$ cat config.mk
export PLATFORM = sky130hd
export DESIGN_NAME = dmsc_mode_status
export DESIGN_NICKNAME = d
export VERILOG_FILES = /design/src/verilog/dmsc_pkg.sv /design/src/verilog/dmsc_mode_status.sv /design/src/verilog/dmsc_conv_chan.sv
export VERILOG_INCLUDE_DIRS = /design/src /design/src/verilog
export SDC_FILE = /design/constraint.sdc
export NUM_CORES = 1
export LEC_CHECK = 0
export ABC_CLOCK_PERIOD_IN_PS = 3100
export BUFFER_PORTS_ARGS = -buffer_cell sky130_fd_sc_hd__buf_2
export CAP_MARGIN = 20
export CORE_UTILIZATION = 53
export DETAILED_ROUTE_END_ITERATION = 16
export GPL_TIMING_DRIVEN = 1
export PLACE_DENSITY = 0.76
export SLEW_MARGIN = 0
export SYNTH_ARGS = -nofsm -noshare
export SYNTH_HDL_FRONTEND = slang
export SYNTH_SLANG_ARGS = --single-unit
export TNS_END_PERCENT = 50
$ cat constraint.sdc
create_clock -name ref_clk -period 3.1 [get_ports ref_clk]
set_clock_uncertainty 0.05 [all_clocks]
set_input_delay 0.155 -clock ref_clk [delete_from_list [all_inputs] [get_ports ref_clk]]
set_output_delay 0.155 -clock ref_clk [all_outputs]
set_load 0.02 [all_outputs]
$ cat src/verilog/dmsc_consts.svh
`ifndef DMSC_CONSTS_SVH
`define DMSC_CONSTS_SVH
`define DMSC_ADDR_MODE 8'hd1
`define DMSC_ADDR_STAT 8'hd8
`define DMSC_ADDR_P_RES_H 8'hdb
`define DMSC_ADDR_P_RES_M 8'hda
`define DMSC_ADDR_A_RES_H 8'hdd
`define DMSC_ADDR_A_RES_L 8'hdc
`define DMSC_ADDR_P_OFS_H 8'he3
`define DMSC_ADDR_P_OFS_M 8'he2
`define DMSC_ADDR_A_OFS_H 8'he5
`define DMSC_ADDR_A_OFS_L 8'he4
`define DMSC_ADDR_P_GN_H 8'heb
`define DMSC_ADDR_P_GN_M 8'hea
`define DMSC_ADDR_A_GN_H 8'hed
`define DMSC_ADDR_A_GN_L 8'hec
`define DMSC_MODE_RST 8'h00
`define DMSC_STAT_RST 8'h00
`define DMSC_MODE_MASK 8'h37
`define DMSC_BIT_P_EN 5
`define DMSC_BIT_A_EN 4
`define DMSC_BIT_P_RDY 7
`define DMSC_BIT_A_RDY 6
`define DMSC_BIT_CAL 5
`define DMSC_BIT_NOREF 4
`define DMSC_BIT_P_ERR 3
`define DMSC_BIT_A_ERR 2
`define DMSC_COEF_RST 16'h8000
`define DMSC_GAIN_RST 16'h5555
`define DMSC_ONES 16'hffff
`define DMSC_AUX_ALIGN 2'h3
`endif

$ cat src/verilog/dmsc_pkg.sv
package dmsc_pkg;
   typedef enum logic [2:0] {
      DMSC_PWRDN = 3'b000,
      DMSC_IDLE = 3'b001,
      DMSC_SINGLE = 3'b010,
      DMSC_CONT = 3'b011,
      DMSC_ZS_INT = 3'b100,
      DMSC_FS_INT = 3'b101,
      DMSC_ZS_SYS = 3'b110,
      DMSC_FS_SYS = 3'b111
   } dmsc_mode_e;
   typedef struct packed {
      logic done;
      logic clamp;
      logic [15:0] value;
   } dmsc_sample_s;
   typedef struct packed {
      logic wr;
      logic rd;
      logic [7:0] addr;
      logic [7:0] wdata;
   } dmsc_sfr_s;
endpackage : dmsc_pkg

$ cat src/verilog/dmsc_mode_status.sv
`timescale 1ns/100ps
`include "dmsc_consts.svh"
module dmsc_mode_status (
   // clock and reset
   input wire logic ref_clk,
   input wire logic rst,
   // special function register bus
   input wire dmsc_pkg::dmsc_sfr_s sfr,
   output logic [7:0] sfr_rdata_ff,
   // converter configuration
   input wire logic primary_ext_ref_select,
   input wire logic auxiliary_ext_ref_select,
   input wire logic aux_temp_selected,
   input wire logic auxiliary_config_wr,
   input wire logic ref_low,
   // modulator samples
   input wire dmsc_pkg::dmsc_sample_s primary_sample,
   input wire dmsc_pkg::dmsc_sample_s auxiliary_sample,
   // modulator control
   output logic primary_mod_reset_ff,
   output logic auxiliary_mod_reset_ff,
   output logic [2:0] input_connect_ff
);
   import dmsc_pkg::*;
   //------------------------------------------------------------
   // register decode
   //------------------------------------------------------------
   logic [7:0] mode_ff;
   logic cal_ff;
   logic p_rdy, a_rdy, p_err, a_err, p_cal, a_cal, p_mrst, a_mrst;
   logic [15:0] p_res, a_res, p_ofs, a_ofs, p_gn, a_gn;
   logic [1:0] align_ff;
   function automatic logic hit(input logic [7:0] a, input logic [7:0] b);
      hit = (a == b);
   endfunction : hit
   // high-byte write keeps the stored low byte
   function automatic logic [7:0] p_ofs_lo_sel(input logic [7:0] a, input logic [15:0] o, input logic [15:0] g);
      p_ofs_lo_sel = a[3] ? g[7:0] : o[7:0];
   endfunction : p_ofs_lo_sel
   wire logic mode_wr = sfr.wr && hit(sfr.addr, `DMSC_ADDR_MODE);
   wire logic stat_wr = sfr.wr && hit(sfr.addr, `DMSC_ADDR_STAT);
   wire logic [7:0] mode_wval = sfr.wdata & `DMSC_MODE_MASK;
   wire logic [2:0] md = mode_ff[2:0];
   wire logic p_en = mode_ff[`DMSC_BIT_P_EN];
   wire logic a_en = mode_ff[`DMSC_BIT_A_EN];
   wire logic starts = mode_wr && (mode_wval[2:0] != DMSC_PWRDN) && (mode_wval[2:0] != DMSC_IDLE);
   wire logic any_active = (p_en || a_en) && (md != DMSC_PWRDN);
   wire logic noref = ref_low && any_active;
   wire logic a_enable_rise = mode_wr && mode_wval[`DMSC_BIT_A_EN] && !a_en;
   wire logic a_restart = (auxiliary_config_wr || a_enable_rise) && !mode_wr;
   wire logic p_ref_force = noref && primary_ext_ref_select;
   wire logic a_ref_force = noref && auxiliary_ext_ref_select;
   wire logic p_fin = p_en && primary_sample.done && !starts && md != DMSC_IDLE && md != DMSC_PWRDN;
   wire logic a_fin = a_en && auxiliary_sample.done && !starts && align_ff == 2'h0
      && md != DMSC_IDLE && md != DMSC_PWRDN;
   wire logic p_busy = p_en && !(p_fin || p_rdy);
   wire logic a_busy = a_en && !(a_fin || a_rdy);
   // one-shot modes drop back to power-down when all enabled channels finish
   wire logic oneshot_end = (md == DMSC_SINGLE || md[2]) && (p_en || a_en) && !p_busy && !a_busy
      && (p_fin || a_fin) && !mode_wr;
   dmsc_sample_s a_gated;
   assign a_gated = '{done: a_fin, clamp: auxiliary_sample.clamp, value: auxiliary_sample.value};
   wire logic p_temp = 1'b0;
   // a starting write clears ready of each channel it enables; a calibration write clears both
   wire logic cal_wr = starts && mode_wval[2];
   wire logic p_rdy_clr = (stat_wr && !sfr.wdata[`DMSC_BIT_P_RDY])
      || (starts && mode_wval[`DMSC_BIT_P_EN]) || cal_wr;
   wire logic a_rdy_clr = (stat_wr && !sfr.wdata[`DMSC_BIT_A_RDY])
      || (starts && mode_wval[`DMSC_BIT_A_EN]) || cal_wr;
   dmsc_conv_chan u_primary (
      .ref_clk(ref_clk), .rst(rst), .enable(p_en), .mode(md), .start(starts),
      .ready_clr(p_rdy_clr), .temp_sel(p_temp), .ref_force(p_ref_force),
      .ofs_wr(sfr.wr && hit(sfr.addr, `DMSC_ADDR_P_OFS_H)), .gn_wr(sfr.wr && hit(sfr.addr, `DMSC_ADDR_P_GN_H)),
      .coef_wdata({sfr.wdata, p_ofs_lo_sel(sfr.addr, p_ofs, p_gn)}), .sample(primary_sample),
      .ready_ff(p_rdy), .error_ff(p_err), .cal_done(p_cal), .mod_reset(p_mrst),
      .result_ff(p_res), .offset_ff(p_ofs), .gain_ff(p_gn)
   );
   dmsc_conv_chan u_auxiliary (
      .ref_clk(ref_clk), .rst(rst), .enable(a_en), .mode(md), .start(starts),
      .ready_clr(a_rdy_clr), .temp_sel(aux_temp_selected), .ref_force(a_ref_force),
      .ofs_wr(sfr.wr && hit(sfr.addr, `DMSC_ADDR_A_OFS_H)), .gn_wr(sfr.wr && hit(sfr.addr, `DMSC_ADDR_A_GN_H)),
      .coef_wdata({sfr.wdata, p_ofs_lo_sel(sfr.addr, a_ofs, a_gn)}), .sample(a_gated),
      .ready_ff(a_rdy), .error_ff(a_err), .cal_done(a_cal), .mod_reset(a_mrst),
      .result_ff(a_res), .offset_ff(a_ofs), .gain_ff(a_gn)
   );
   //------------------------------------------------------------
   // mode and status registers
   //------------------------------------------------------------
   always_ff @(posedge ref_clk or posedge rst) begin
      if (rst) begin
         mode_ff <= `DMSC_MODE_RST;
      end else if (mode_wr) begin
         mode_ff <= mode_wval;
      end else if (oneshot_end) begin
         mode_ff <= {mode_ff[7:3], DMSC_PWRDN};
      end
   end
   always_ff @(posedge ref_clk or posedge rst) begin
      if (rst) begin
         cal_ff <= 1'b0;
      end else if (p_cal || a_cal) begin
         cal_ff <= 1'b1;
      end else if (starts) begin
         cal_ff <= 1'b0;
      end
   end
   // auxiliary falls into step with primary outputs after its own restart
   always_ff @(posedge ref_clk or posedge rst) begin
      if (rst) begin
         align_ff <= 2'h0;
      end else if (a_restart) begin
         align_ff <= `DMSC_AUX_ALIGN;
      end else if (mode_wr) begin
         align_ff <= 2'h0;
      end else if (primary_sample.done && align_ff != 2'h0) begin
         align_ff <= align_ff - 2'h1;
      end
   end
   wire logic [7:0] stat_val = {p_rdy, a_rdy, cal_ff, noref, p_err, a_err, 2'b00};
   logic [7:0] rd_mux;
   always_comb begin
      case (sfr.addr)
         `DMSC_ADDR_MODE: rd_mux = mode_ff;
         `DMSC_ADDR_STAT: rd_mux = stat_val;
         `DMSC_ADDR_P_RES_H: rd_mux = p_res[15:8];
         `DMSC_ADDR_P_RES_M: rd_mux = p_res[7:0];
         `DMSC_ADDR_A_RES_H: rd_mux = a_res[15:8];
         `DMSC_ADDR_A_RES_L: rd_mux = a_res[7:0];
         `DMSC_ADDR_P_OFS_H: rd_mux = p_ofs[15:8];
         `DMSC_ADDR_P_OFS_M: rd_mux = p_ofs[7:0];
         `DMSC_ADDR_A_OFS_H: rd_mux = a_ofs[15:8];
         `DMSC_ADDR_A_OFS_L: rd_mux = a_ofs[7:0];
         `DMSC_ADDR_P_GN_H: rd_mux = p_gn[15:8];
         `DMSC_ADDR_P_GN_M: rd_mux = p_gn[7:0];
         `DMSC_ADDR_A_GN_H: rd_mux = a_gn[15:8];
         `DMSC_ADDR_A_GN_L: rd_mux = a_gn[7:0];
         default: rd_mux = 8'h00;
      endcase
   end
   wire logic [2:0] conn = (md == DMSC_ZS_INT) ? 3'h1 :
      (md == DMSC_FS_INT) ? {1'b1, auxiliary_ext_ref_select, primary_ext_ref_select} : 3'h0;
   always_ff @(posedge ref_clk or posedge rst) begin
      if (rst) begin
         sfr_rdata_ff <= 8'h00;
         primary_mod_reset_ff <= 1'b1;
         auxiliary_mod_reset_ff <= 1'b1;
         input_connect_ff <= 3'h0;
      end else begin
         sfr_rdata_ff <= rd_mux;
         // every mode write resets both, even one that stops conversion
         primary_mod_reset_ff <= p_mrst || mode_wr;
         auxiliary_mod_reset_ff <= a_mrst || a_restart || mode_wr;
         input_connect_ff <= conn;
      end
   end
   a_mode_write_reset: assert property (@(posedge ref_clk) disable iff (rst)
      mode_wr |=> primary_mod_reset_ff && auxiliary_mod_reset_ff) else $error("mode write did not reset");
   a_single_returns: assert property (@(posedge ref_clk) disable iff (rst)
      oneshot_end |=> mode_ff[2:0] == 3'b000) else $error("one-shot did not return to power-down");
   a_reserved_zero: assert property (@(posedge ref_clk) disable iff (rst)
      (mode_ff & ~`DMSC_MODE_MASK) == 8'h00 && stat_val[1:0] == 2'b00) else $error("reserved bit set");
   a_noref_idle: assert property (@(posedge ref_clk) disable iff (rst)
      !any_active |-> !stat_val[`DMSC_BIT_NOREF]) else $error("reference flag while inactive");
   a_cal_kept: assert property (@(posedge ref_clk) disable iff (rst)
      cal_ff && !starts |=> cal_ff) else $error("calibration flag lost");
   a_cal_clears_rdy: assert property (@(posedge ref_clk) disable iff (rst)
      cal_wr |=> !p_rdy && !a_rdy) else $error("ready not cleared by calibration write");
endmodule : dmsc_mode_status

$ cat src/verilog/dmsc_conv_chan.sv
`timescale 1ns/100ps
`include "dmsc_consts.svh"
// one converter channel: result and coefficients with ready/error handling
module dmsc_conv_chan (
   // clock and reset
   input wire logic ref_clk,
   input wire logic rst,
   // control
   input wire logic enable,
   input wire logic [2:0] mode,
   input wire logic start,
   input wire logic ready_clr,
   input wire logic temp_sel,
   input wire logic ref_force,
   // coefficient writes from software
   input wire logic ofs_wr,
   input wire logic gn_wr,
   input wire logic [15:0] coef_wdata,
   // modulator sample
   input wire dmsc_pkg::dmsc_sample_s sample,
   // outputs
   output logic ready_ff,
   output logic error_ff,
   output logic cal_done,
   output logic mod_reset,
   output logic [15:0] result_ff,
   output logic [15:0] offset_ff,
   output logic [15:0] gain_ff
);
   import dmsc_pkg::*;
   wire logic is_cal = mode[2];
   wire logic active = enable && (mode != DMSC_PWRDN) && (mode != DMSC_IDLE);
   // idle and power-down keep filter in reset
   wire logic hold_rst = !active || start;
   wire logic fin = active && sample.done && !start;
   // no update while ready still set
   wire logic may_wr = !ready_ff;
   wire logic cal_fail = is_cal && temp_sel;
   wire logic [15:0] res_val = ref_force ? `DMSC_ONES : sample.value;
   wire logic res_clamp = ref_force || sample.clamp;
   assign mod_reset = hold_rst;
   assign cal_done = fin && is_cal;
   always_ff @(posedge ref_clk or posedge rst) begin
      if (rst) begin
         ready_ff <= 1'b0;
      end else if (fin) begin
         ready_ff <= 1'b1;
      end else if (ready_clr || (start && enable)) begin
         ready_ff <= 1'b0;
      end
   end
   always_ff @(posedge ref_clk or posedge rst) begin
      if (rst) begin
         error_ff <= 1'b0;
      end else if (fin && (is_cal ? (cal_fail || sample.clamp) : (may_wr && res_clamp))) begin
         error_ff <= 1'b1;
      end else if (start) begin
         error_ff <= 1'b0;
      end
   end
   always_ff @(posedge ref_clk or posedge rst) begin
      if (rst) begin
         result_ff <= 16'h0000;
      end else if (fin && !is_cal && may_wr) begin
         result_ff <= res_val;
      end
   end
   always_ff @(posedge ref_clk or posedge rst) begin
      if (rst) begin
         offset_ff <= `DMSC_COEF_RST;
      end else if (ofs_wr) begin
         offset_ff <= coef_wdata;
      end else if (fin && may_wr && !cal_fail && !sample.clamp && !mode[0] && is_cal) begin
         offset_ff <= sample.value;
      end
   end
   always_ff @(posedge ref_clk or posedge rst) begin
      if (rst) begin
         gain_ff <= `DMSC_GAIN_RST;
      end else if (gn_wr) begin
         gain_ff <= coef_wdata;
      end else if (fin && may_wr && !cal_fail && !sample.clamp && mode[0] && is_cal) begin
         gain_ff <= sample.value;
      end
   end
   a_ready_blocks: assert property (@(posedge ref_clk) disable iff (rst)
      $past(ready_ff) && !$past(start) && !$past(ofs_wr) |-> $stable(offset_ff)) else $error("offset written while ready");
   a_start_clears_err: assert property (@(posedge ref_clk) disable iff (rst)
      start && !fin |=> !error_ff) else $error("error not cleared by start");
   a_done_sets_ready: assert property (@(posedge ref_clk) disable iff (rst)
      fin |=> ready_ff) else $error("ready not set on completion");
endmodule : dmsc_conv_chan

# Word-level counts from Yosys, hierarchy flattened
# Cells that the tools add are included.
# W data, S select, Z words.
# totals
latch_bits,0
word_cells,193
in_bits,61
mem_count,0
mem_bits_rw,0
reg_bits,124
rom_bits,0
out_inout_bits,13
# op_classes
add_sub_neg,1
bitwise_logic,0
shift,0
multipliers,0
reduce_logical,125
n_lt_le_gt_ge,0
n_mux,30
n_eq_ne,19
div_mod_pow,0
# op_table
op,n
$mux W16,10
$eq A8 B8 Y1 const B,14
$pmux W8 S14,1
$logic_and A1 B1 Y1,71
$mux W8,3
$reduce_bool A2 Y1,11
$logic_or A1 B1 Y1,21
$logic_not A1 Y1,18
$mux W1,10
$mux W3,3
$reduce_bool A3 Y1,3
$eq A3 B3 Y1 const B,2
$mux W2,3
$ne A3 B1 Y1 const B,2
$eq A3 B2 Y1 const B,1
$logic_not A2 Y1,1
$sub A2 B1 Y2 const B,1

# Depth between registers and ports, before layout
# Gate-level depths: netlist of run 1.
# depth
ltp_word,18
mapped_depth,8
ltp_nobuf,6

# By module
# A second synthesis of run 1 with hierarchy kept.
# unflattened
cells_unflattened,652
area_unflattened_um2,7339.5
# modules_own_cells
module,cells_per_inst,instances,seq_area_each_um2,area_per_inst_um2
dmsc_conv_chan,194,2,1262.5,2575.0
dmsc_mode_status,264,1,528.0,2189.6

# Worst setup path after synthesis of run 1
# Ideal clock, no wire load.
# synth_path
path_type,register to register
startpoint,reg mode_ff[1]
endpoint,reg u_primary.offset_ff[0]
arrival_ps,2092
period_less_slack_ps,2267
setup_ps,125
slack_ps,833
stages_incl_launch_ff,7
t_required_ps,2925
n_path_buf,2
path_cell_list,dfrtp_1 > buf_2 > o211ai_2 > or4_1 > clkbuf_1 > nor3_2 > mux2_2
# synth_between
elab_chain_len,10
elab_cells_between_ends,11
classes_between,eq/ne (1); reduce/logical (10)
# synth_rtl
element,line,text
from (decl),dmsc_mode_status.sv:28,logic [7:0] mode_ff;
from (signal assigned),dmsc_mode_status.sv:91,mode_ff <= `DMSC_MODE_RST;
from (signal assigned),dmsc_mode_status.sv:93,mode_ff <= mode_wval;
from (signal assigned),dmsc_mode_status.sv:95,"mode_ff <= {mode_ff[7:3], DMSC_PWRDN};"
$reduce_bool A3 Y1,dmsc_conv_chan.sv:32,wire logic active = enable && (mode != DMSC_PWRDN) && (mode != DMSC_IDLE);
$logic_and A1 B1 Y1,dmsc_conv_chan.sv:32,
$logic_and A1 B1 Y1 *,dmsc_conv_chan.sv:32,
$logic_and A1 B1 Y1 * (2 in series),dmsc_conv_chan.sv:35,wire logic fin = active && sample.done && !start;
$logic_and A1 B1 Y1 * (4 in series),dmsc_conv_chan.sv:73,end else if (fin && may_wr && !cal_fail && !sample.clamp && !mode[0] && is_cal) begin
$reduce_bool A2 Y1 (no source line) *,--,
to (signal assigned),dmsc_conv_chan.sv:70,offset_ff <= `DMSC_COEF_RST;
to (signal assigned),dmsc_conv_chan.sv:72,offset_ff <= coef_wdata;
to (signal assigned),dmsc_conv_chan.sv:74,offset_ff <= sample.value;
to (decl),dmsc_conv_chan.sv:27,"output logic [15:0] offset_ff,"
# Mark *: on every way between the ends. The rest lies on a longest branch, timed or not.
# A chain may end at the register's enable or synchronous reset.

# Worst setup path after layout of run 1
# layout_path
startpoint,reg mode_ff[2]
endpoint,reg u_auxiliary.gain_ff[10]
# layout_between
elab_chain_len,11
elab_cells_between_ends,16
classes_between,eq/ne (1); reduce/logical (15)
# layout_rtl
element,line,text
$ne A3 B1 Y1 or $reduce_bool A3 Y1 (tied branches),"dmsc_mode_status.sv:55, dmsc_conv_chan.sv:32",
"$logic_and A1 B1 Y1, on equally long branches (2 in series)","dmsc_mode_status.sv:55, dmsc_conv_chan.sv:32",
$logic_and A1 B1 Y1 (2 in series),dmsc_conv_chan.sv:35,
$logic_and A1 B1 Y1 (4 in series),dmsc_conv_chan.sv:82,end else if (fin && may_wr && !cal_fail && !sample.clamp && mode[0] && is_cal) begin
$logic_and A1 B1 Y1 *,dmsc_conv_chan.sv:82,
$reduce_bool A2 Y1 (no source line) *,--,
to (signal assigned),dmsc_conv_chan.sv:79,gain_ff <= `DMSC_GAIN_RST;
to (signal assigned),dmsc_conv_chan.sv:81,gain_ff <= coef_wdata;
to (signal assigned),dmsc_conv_chan.sv:83,gain_ff <= sample.value;
to (decl),dmsc_conv_chan.sv:28,output logic [15:0] gain_ff
# Marks and branches as above.

==> results.py, run 1 <==
metrics = {
    "grt": {
        "grt_max_degree": 65,
        "grt_pass1_vias": 6360,
        "grt-ovfl-total": 0,
        "antenna_found_initial": 0,
        "grtUsageTotal_pct": 35.8,
        "grt_pass1_wl_um": 34600,
    },
    "placed_design": {
        "dp_slack_ps": 481,
        "portBuffers": 72,
        "dp.cells": 895,
        "place_hpwl_um": 14800,
        "gp_congestion": 0.945,
        "placed_area_sq_um": 7200,
    },
    "power_and_ir_drop": {
        "p_int_w": 0.00302,
        "switchingPower_w": 0.000982,
        "comb_power_share_pct": 9.6,
        "clkPwrFrac_pct": 47.8,
        "seq_power_share_pct": 42.6,
        "p_sw_share_pct": 24.5,
        "p_leak_nw": 3.63,
        "max-vdd-ir-drop_v": 0.000437,
        "power.density_nw_per_um2": 489,
    },
    "timing": {
        "setup_violations": 0,
        "setup_tns_ps": 0,
        "finalCritPeriodShare_pct": 90.9,
        "tightest_slew_ps": 869,
        "slew_headroom_pct": 41.5,
        "finalHoldViolations": 0,
        "grt_setup_unrepaired": "false",
        "drv_slew": 0,
        "timing.fmax_ghz": 0.355,
        "post-route-min-period_ps": 2820,
        "worst_slack_ps": 282,
    },
    "yosys": {
        "ys_types": 71,
        "seq_area_frac_synth_pct": 46.0,
        "synth_nets": 750,
        "synth-main-ff-cell": "dfrtp_1",
        "ys_warn_count": 0,
        "ys_seq_elements": 121,
        "synth_area_per_cell_sq_um": 9.65,
        "synth_top_area_share_pct": 38.0,
        "async_reset_ff_share_pct": 100,
        "netlist_area_sq_um": 6640,
        "netlist_instances": 688,
        "synth_edf_count": 0,
        "synth_top_area_cell": "dfrtp_1",
        "synth.area.top_cells": "dfrtp_1, dfstp_2, a31oi_1, o21ai_0, mux2_2",
    },
    "min_path": {
        "hp-class": "primary input to register",
    },
    "floorplan": {
        "start_util_pct": 54.8,
        "boundaryPins": 74,
        "fp.dieArea_sq_um": 13000,
        "rows": 40,
        "fp.dieH_um": 114,
        "core_area_sq_um": 12100,
        "die_w_um": 114,
    },
    "worst_setup_path": {
        "cp_num_buf_inv": 3,
        "required_ps": 3420,
        "cp_slowest_stage_delay_ps": 670,
        "crit_type": "register to register",
        "crit_top_cell": "buf_4",
        "arrival_ps": 3130,
        "worst_path_dominant_cell_family": "buffers and inverters",
        "critPathMaxFanout": 14,
        "worst_path_max_delay_cell": "dfrtp_1",
        "crit_chain": "buf_4, o2111a_1, o41a_1, buf_4, nand3_1, a31oi_1, dlygate4sd3_1",
        "crit_path_end_kind": "register",
        "worst_setup_path_start_kind": "register",
    },
    "layout": {
        "seqCellArea_sq_um": 3050,
        "fin_nets": 850,
        "fin_area_sq_um": 8190,
        "n_fill_cell": 969,
        "drive_gt1_share_pct": 25.6,
        "multiInputGateArea_sq_um": 3260,
        "area_delta_synth_final_pct": 23.4,
        "final_cells": 970,
        "utilization_pct": 67.7,
    },
    "cts": {
        "post-cts-setup-buffers": 0,
        "cts_inserted_buffers": 17,
        "root_buffer": "clkbuf_16",
        "h-tree-depth": 4,
        "clk_latency_ps": 430,
        "cts_tree": "yes",
        "clk_pin_slew_ps": 50,
        "cts_max_path_buffers": 2,
        "cts_sinks": 121,
    },
    "status": {
        "outcome": "finished clean",
    },
    "route": {
        "wl_per_cell_um": 22.7,
        "routed_wl_um": 22000,
        "ant_nets": 0,
        "drcViolationCount": 0,
        "avgViaCountPerCell": 6.62,
        "dr.pass1.iters": 5,
        "vias": 6426,
        "drt_iter0_drc": 913,
    },
    "flow_run": {
        "cap_violations": 0,
    },
}
[cell type report]
class,count,share of cell area [%]
Timing Repair Buffer,141,12.2
Clock buffer,23,5.71
Multi-Input combinational cell,480,39.8
Inverter,27,1.28
Tap cell,168,2.57
Antenna cell,1,0.0305
Clock inverter,9,1.19
Sequential cell,121,37.3
[registers in the layout, indices dropped and copies added (netlist names)]
name / flops
align_ff: 2
sfr_rdata_ff: 8
u_primary.offset_ff: 16
u_auxiliary.result_ff: 16
u_primary.result_ff: 16
u_auxiliary.gain_ff: 16
u_auxiliary.error_ff: 1
u_primary.gain_ff: 16
u_auxiliary.ready_ff: 1
primary_mod_reset_ff: 1
mode_ff: 5
u_primary.ready_ff: 1
cal_ff: 1
input_connect_ff: 3
auxiliary_mod_reset_ff: 1
u_primary.error_ff: 1
u_auxiliary.offset_ff: 16
[cell usage in the layout (no fill, tap or decap), drive strengths merged, types with 4 or more instances in the layout]
master | Yosys | routed
nand2 | 16 | 16
dlygate4sd3 | 0 | 41
nand2b | 11 | 11
clkbuf | 47 | 23
nor2 | 47 | 47
a22o | 4 | 4
and3 | 4 | 4
o21ai | 64 | 64
nor3 | 11 | 11
nor4 | 9 | 9
a2bb2oi | 6 | 6
nand4b | 8 | 8
or3b | 6 | 6
mux2i | 18 | 18
nor4bb | 5 | 5
nand4 | 4 | 4
and4b | 4 | 4
buf | 13 | 100
a21oi | 35 | 35
nand3b | 10 | 10
nor3b | 4 | 4
a31oi | 53 | 53
and2 | 8 | 8
nand3 | 41 | 41
clkinv | 0 | 6
o22ai | 7 | 7
inv | 27 | 26
dfrtp | 101 | 101
or4 | 4 | 4
o211ai | 19 | 19
mux2 | 35 | 35
nor2b | 4 | 4
dfstp | 20 | 20
[power groups by stage]
stage / Sequential [W] / Combinational [W] / Clock (W)
floorplan: 0.00170 / 0.000197 / 0
global placement: 0.00173 / 0.000317 / 0
detailed placement: 0.00173 / 0.000330 / 0
CTS: 0.00170 / 0.000373 / 0.00193
global route: 0.00171 / 0.000413 / 0.00198
finish: 0.00171 / 0.000383 / 0.00192
[worst register-to-register path: stages, from the launching register on]
cell	delay (ps)
dfrtp_1	670
buf_4	280
o2111a_1	290
o41a_1	370
buf_4	270
nand3_1	90
a31oi_1	170
dlygate4sd3_1	570
[cells by family (layout without fill, tap and decap cells)]
group	after synthesis	count (layout)	synth area share [%]
adders and majority gates	1	1	0.188
muxes	54	54	9.44
and+or+nand+nor	207	207	18.5
AOI/OAI and AO/OA	217	217	20.6
xor gates and xnor gates	1	1	0.132
other	0	1	0
DFF	121	121	46.0
buffers and inverters	87	200	5.20
[metrics by stage]
step           total power, W  hold slack (ps)
2_1_floorplan         0.00190              223
3_3_place_gp          0.00204              218
3_5_place_dp          0.00206              222
4_1_cts               0.00400             7.48
5_1_grt               0.00411             26.5
6_report              0.00401             15.3
[synth_stat cells, types with 10 or more instances]
master,number
inv_1,27
mux2i_1,18
dfrtp_1,101
o211ai_1,18
dfstp_2,20
nand3b_1,10
nor3_1,10
mux2_2,27
nor2_1,47
clkbuf_1,47
nand3_1,39
nand2_1,16
nand2b_1,11
o21ai_0,62
a31oi_1,53
a21oi_1,35
[per-layer routing]
| metal | vias to the layer above | global-route usage [%] | part of all wire, % |
|---|---|---|---|
| met5 | - | 0 | 0 |
| met4 | 0 | 17.7 | 3.9 |
| met3 | 75 | 7.23 | 10 |
| met2 | 437 | 56.4 | 46 |
| met1 | 3133 | 47.4 | 40 |
| li1 | 2781 | - | - |
[worst paths after layout]
path	slack, ps	start	cells past startpoint	to
setup / recovery	280	mode_ff[2]	7	u_auxiliary.gain_ff[10]
hold / removal	20	sfr[0]	3	u_primary.gain_ff[8]
setup reg to reg	280	mode_ff[2]	7	u_auxiliary.gain_ff[10]
hold reg to reg	450	u_primary.offset_ff[1]	1	u_primary.offset_ff[1]
max in group asynchronous	1810	rst	4	u_primary.gain_ff[8]
min in group asynchronous	320	rst	3	u_auxiliary.offset_ff[13]
[timing repair]
item                      CTS  global route
hold buffers               41             0
hold endpoints to repair   97             0
gates resized for setup     0             0
Power figures use the tool's default switching activity.
==> inputs of run 2 (changes only) <==
ABC_CLOCK_PERIOD_IN_PS = 2300   (was 3100)
clock period = 2.3 ns   (was 3.1 ns; I/O delays follow)
==> run 2 against run 1 <==
The run now ends with setup timing left; utilization grew 2.4 points; highest routed layer unchanged; register-to-register slack lost 190 ps; critical path depth grew 1; clock-buffer cell count grew 2; worst hold slack gained 9.5 ps; sequential cell count is the same; worst setup slack lost 290 ps; largest power group unchanged; total power grew 38%; sequential share of layout area shrank 1.2 points; combinational power grew 46%; wire length grew 2.6%; final area grew 3.5%.
==> results.py, run 2 (synthesized netlist as in run 1, its figures left out) <==
metrics = {
    "floorplan": {
        "fp.dieArea_sq_um": 13000,
        "core_area_sq_um": 12100,
        "die_w_um": 114,
        "start_util_pct": 54.8,
        "boundaryPins": 74,
        "fp.dieH_um": 114,
        "rows": 40,
    },
    "status": {
        "outcome": "finished with violations",
        "violations": "setup timing",
    },
    "timing": {
        "grt_setup_unrepaired": "false",
        "worst_slack_ps": -3.76,
        "drv_slew": 0,
        "timing.fmax_ghz": 0.434,
        "tightest_slew_ps": 1140,
        "setup_violations": 1,
        "post-route-min-period_ps": 2300,
        "finalHoldViolations": 0,
        "finalCritPeriodShare_pct": 100,
        "holdWs_ps": 24.7,
        "slew_headroom_pct": 23.7,
    },
    "placed_design": {
        "placed_area_sq_um": 7380,
        "gp_congestion": 0.967,
        "dp.cells": 916,
        "place_hpwl_um": 14800,
        "portBuffers": 72,
    },
    "cts": {
        "h-tree-depth": 4,
        "cts_max_path_buffers": 2,
        "cts_sinks": 121,
        "cts_tree": "yes",
        "cts_inserted_buffers": 17,
        "clk_pin_slew_ps": 60,
        "post-cts-setup-buffers": 0,
        "clk_latency_ps": 430,
        "root_buffer": "clkbuf_16",
    },
    "layout": {
        "drive_gt1_share_pct": 27.6,
        "final_cell_mix": "dfrtp_1, buf_2, o21ai_0",
        "n_fill_cell": 940,
        "area_delta_synth_final_pct": 27.7,
        "final_cells": 995,
        "utilization_pct": 70.0,
        "diodes": 0,
        "fin_nets": 877,
        "seqCellArea_sq_um": 3050,
        "fin_area_sq_um": 8480,
        "multiInputGateArea_sq_um": 3280,
        "layout_commonest_cell": "dfrtp_1",
    },
    "grt": {
        "gr-usage-met2_pct": 56.0,
        "grt_util_met1_pct": 48.3,
        "busiest_layer": "met2",
        "grt.met3_usage_pct": 10.5,
        "grtUsageTotal_pct": 36.8,
        "grt_pass1_vias": 6371,
        "antenna_found_initial": 0,
        "grt-ovfl-total": 0,
        "grt_pass1_wl_um": 35600,
        "grt_max_degree": 122,
    },
    "worst_setup_path": {
        "cp_num_buf_inv": 4,
        "worst_setup_path_start_kind": "primary input",
        "crit_chain": "buf_2, or4b_1, or4_1, buf_6, buf_4, a31oi_1, a2bb2oi_1, dlygate4sd3_1",
        "worst_path_dominant_cell_family": "buffers and inverters",
        "critPathMaxFanout": 21,
        "crit_type": "primary input to register",
        "cp_slowest_stage_delay_ps": 600,
        "worst_path_max_delay_cell": "or4b_1",
        "arrival_ps": 2610,
        "crit_path_end_kind": "register",
        "required_ps": 2600,
    },
    "route": {
        "wl_per_cell_um": 22.7,
        "ant_nets": 0,
        "drcViolationCount": 0,
        "dr.pass1.iters": 6,
        "avgViaCountPerCell": 6.62,
        "drt_iter0_drc": 834,
        "routed_wl_um": 22600,
        "vias": 6582,
    },
    "power_and_ir_drop": {
        "p_leak_nw": 3.77,
        "power.density_nw_per_um2": 653,
        "max-vdd-ir-drop_v": 0.000542,
    },
    "min_path": {
        "hp-class": "primary input to register",
    },
    "flow_run": {
        "cap_violations": 0,
    },
}
==> run 2: metal layers <==
layer	routed length, um	share of wire [%]
met4	1000	4.4
met5	0	0
met3	2500	11
met1	8780	39
met2	10300	46
==> run 2: worst min-delay path, delay by kind of cell <==
family	cells	cell delay, ps
AO/OA/AOI/OAI	1	50
buffers and inverters	1	180
AND/OR/NAND/NOR	1	120
==> run 2: cell type report <==
cell class              instances  share of cell area (%)
clock buffers                  25                    5.96
well taps                     168                    2.48
repair buffers                168                    14.6
flip-flops and latches        121                    36.0
clock inverters                 6                    1.03
inverters                      27                    1.24
multi-input cells             480                    38.6
==> run 2: worst paths after layout <==
check	from	endpoint	slack (ps)	cells after the start
hold / removal	sfr[2]	u_auxiliary.offset_ff[10]	20	3
setup / recovery	sfr[9]	u_primary.offset_ff[15]	-4	8
hold reg to reg	u_auxiliary.gain_ff[7]	u_auxiliary.gain_ff[7]	450	1
max in group asynchronous	rst	u_auxiliary.offset_ff[11]	1310	4
setup reg to reg	mode_ff[1]	u_primary.error_ff	90	5
min in group asynchronous	rst	u_auxiliary.result_ff[14]	310	4
==> run 2: what timing repair did <==
item | 4_1_cts | 5_1_grt
gates resized for setup | 0 | 8
setup endpoints to repair | 0 | 5
hold buffers | 48 | 0
hold endpoints to repair | 195 | 0
==> run 2: per-stage QoR <==
stage	power [W]	setup TNS, ps	worst slack [ps]
after floorplan	0.00256	0	32.9
after global placement	0.00277	0	86.3
after detailed placement	0.00279	-24.6	-24.6
after CTS	0.00553	0	16.3
after global routing	0.00569	0	1.14
final	0.00554	-3.76	-3.76
==> run 2: report_power, final <==
group,switching [W],internal (W),total [W]
clock,0.000961,0.00173,0.00269
sequential,0.0000685,0.00222,0.00229
combinational,0.000321,0.000238,0.000559
total,0.00135,0.00419,0.00554
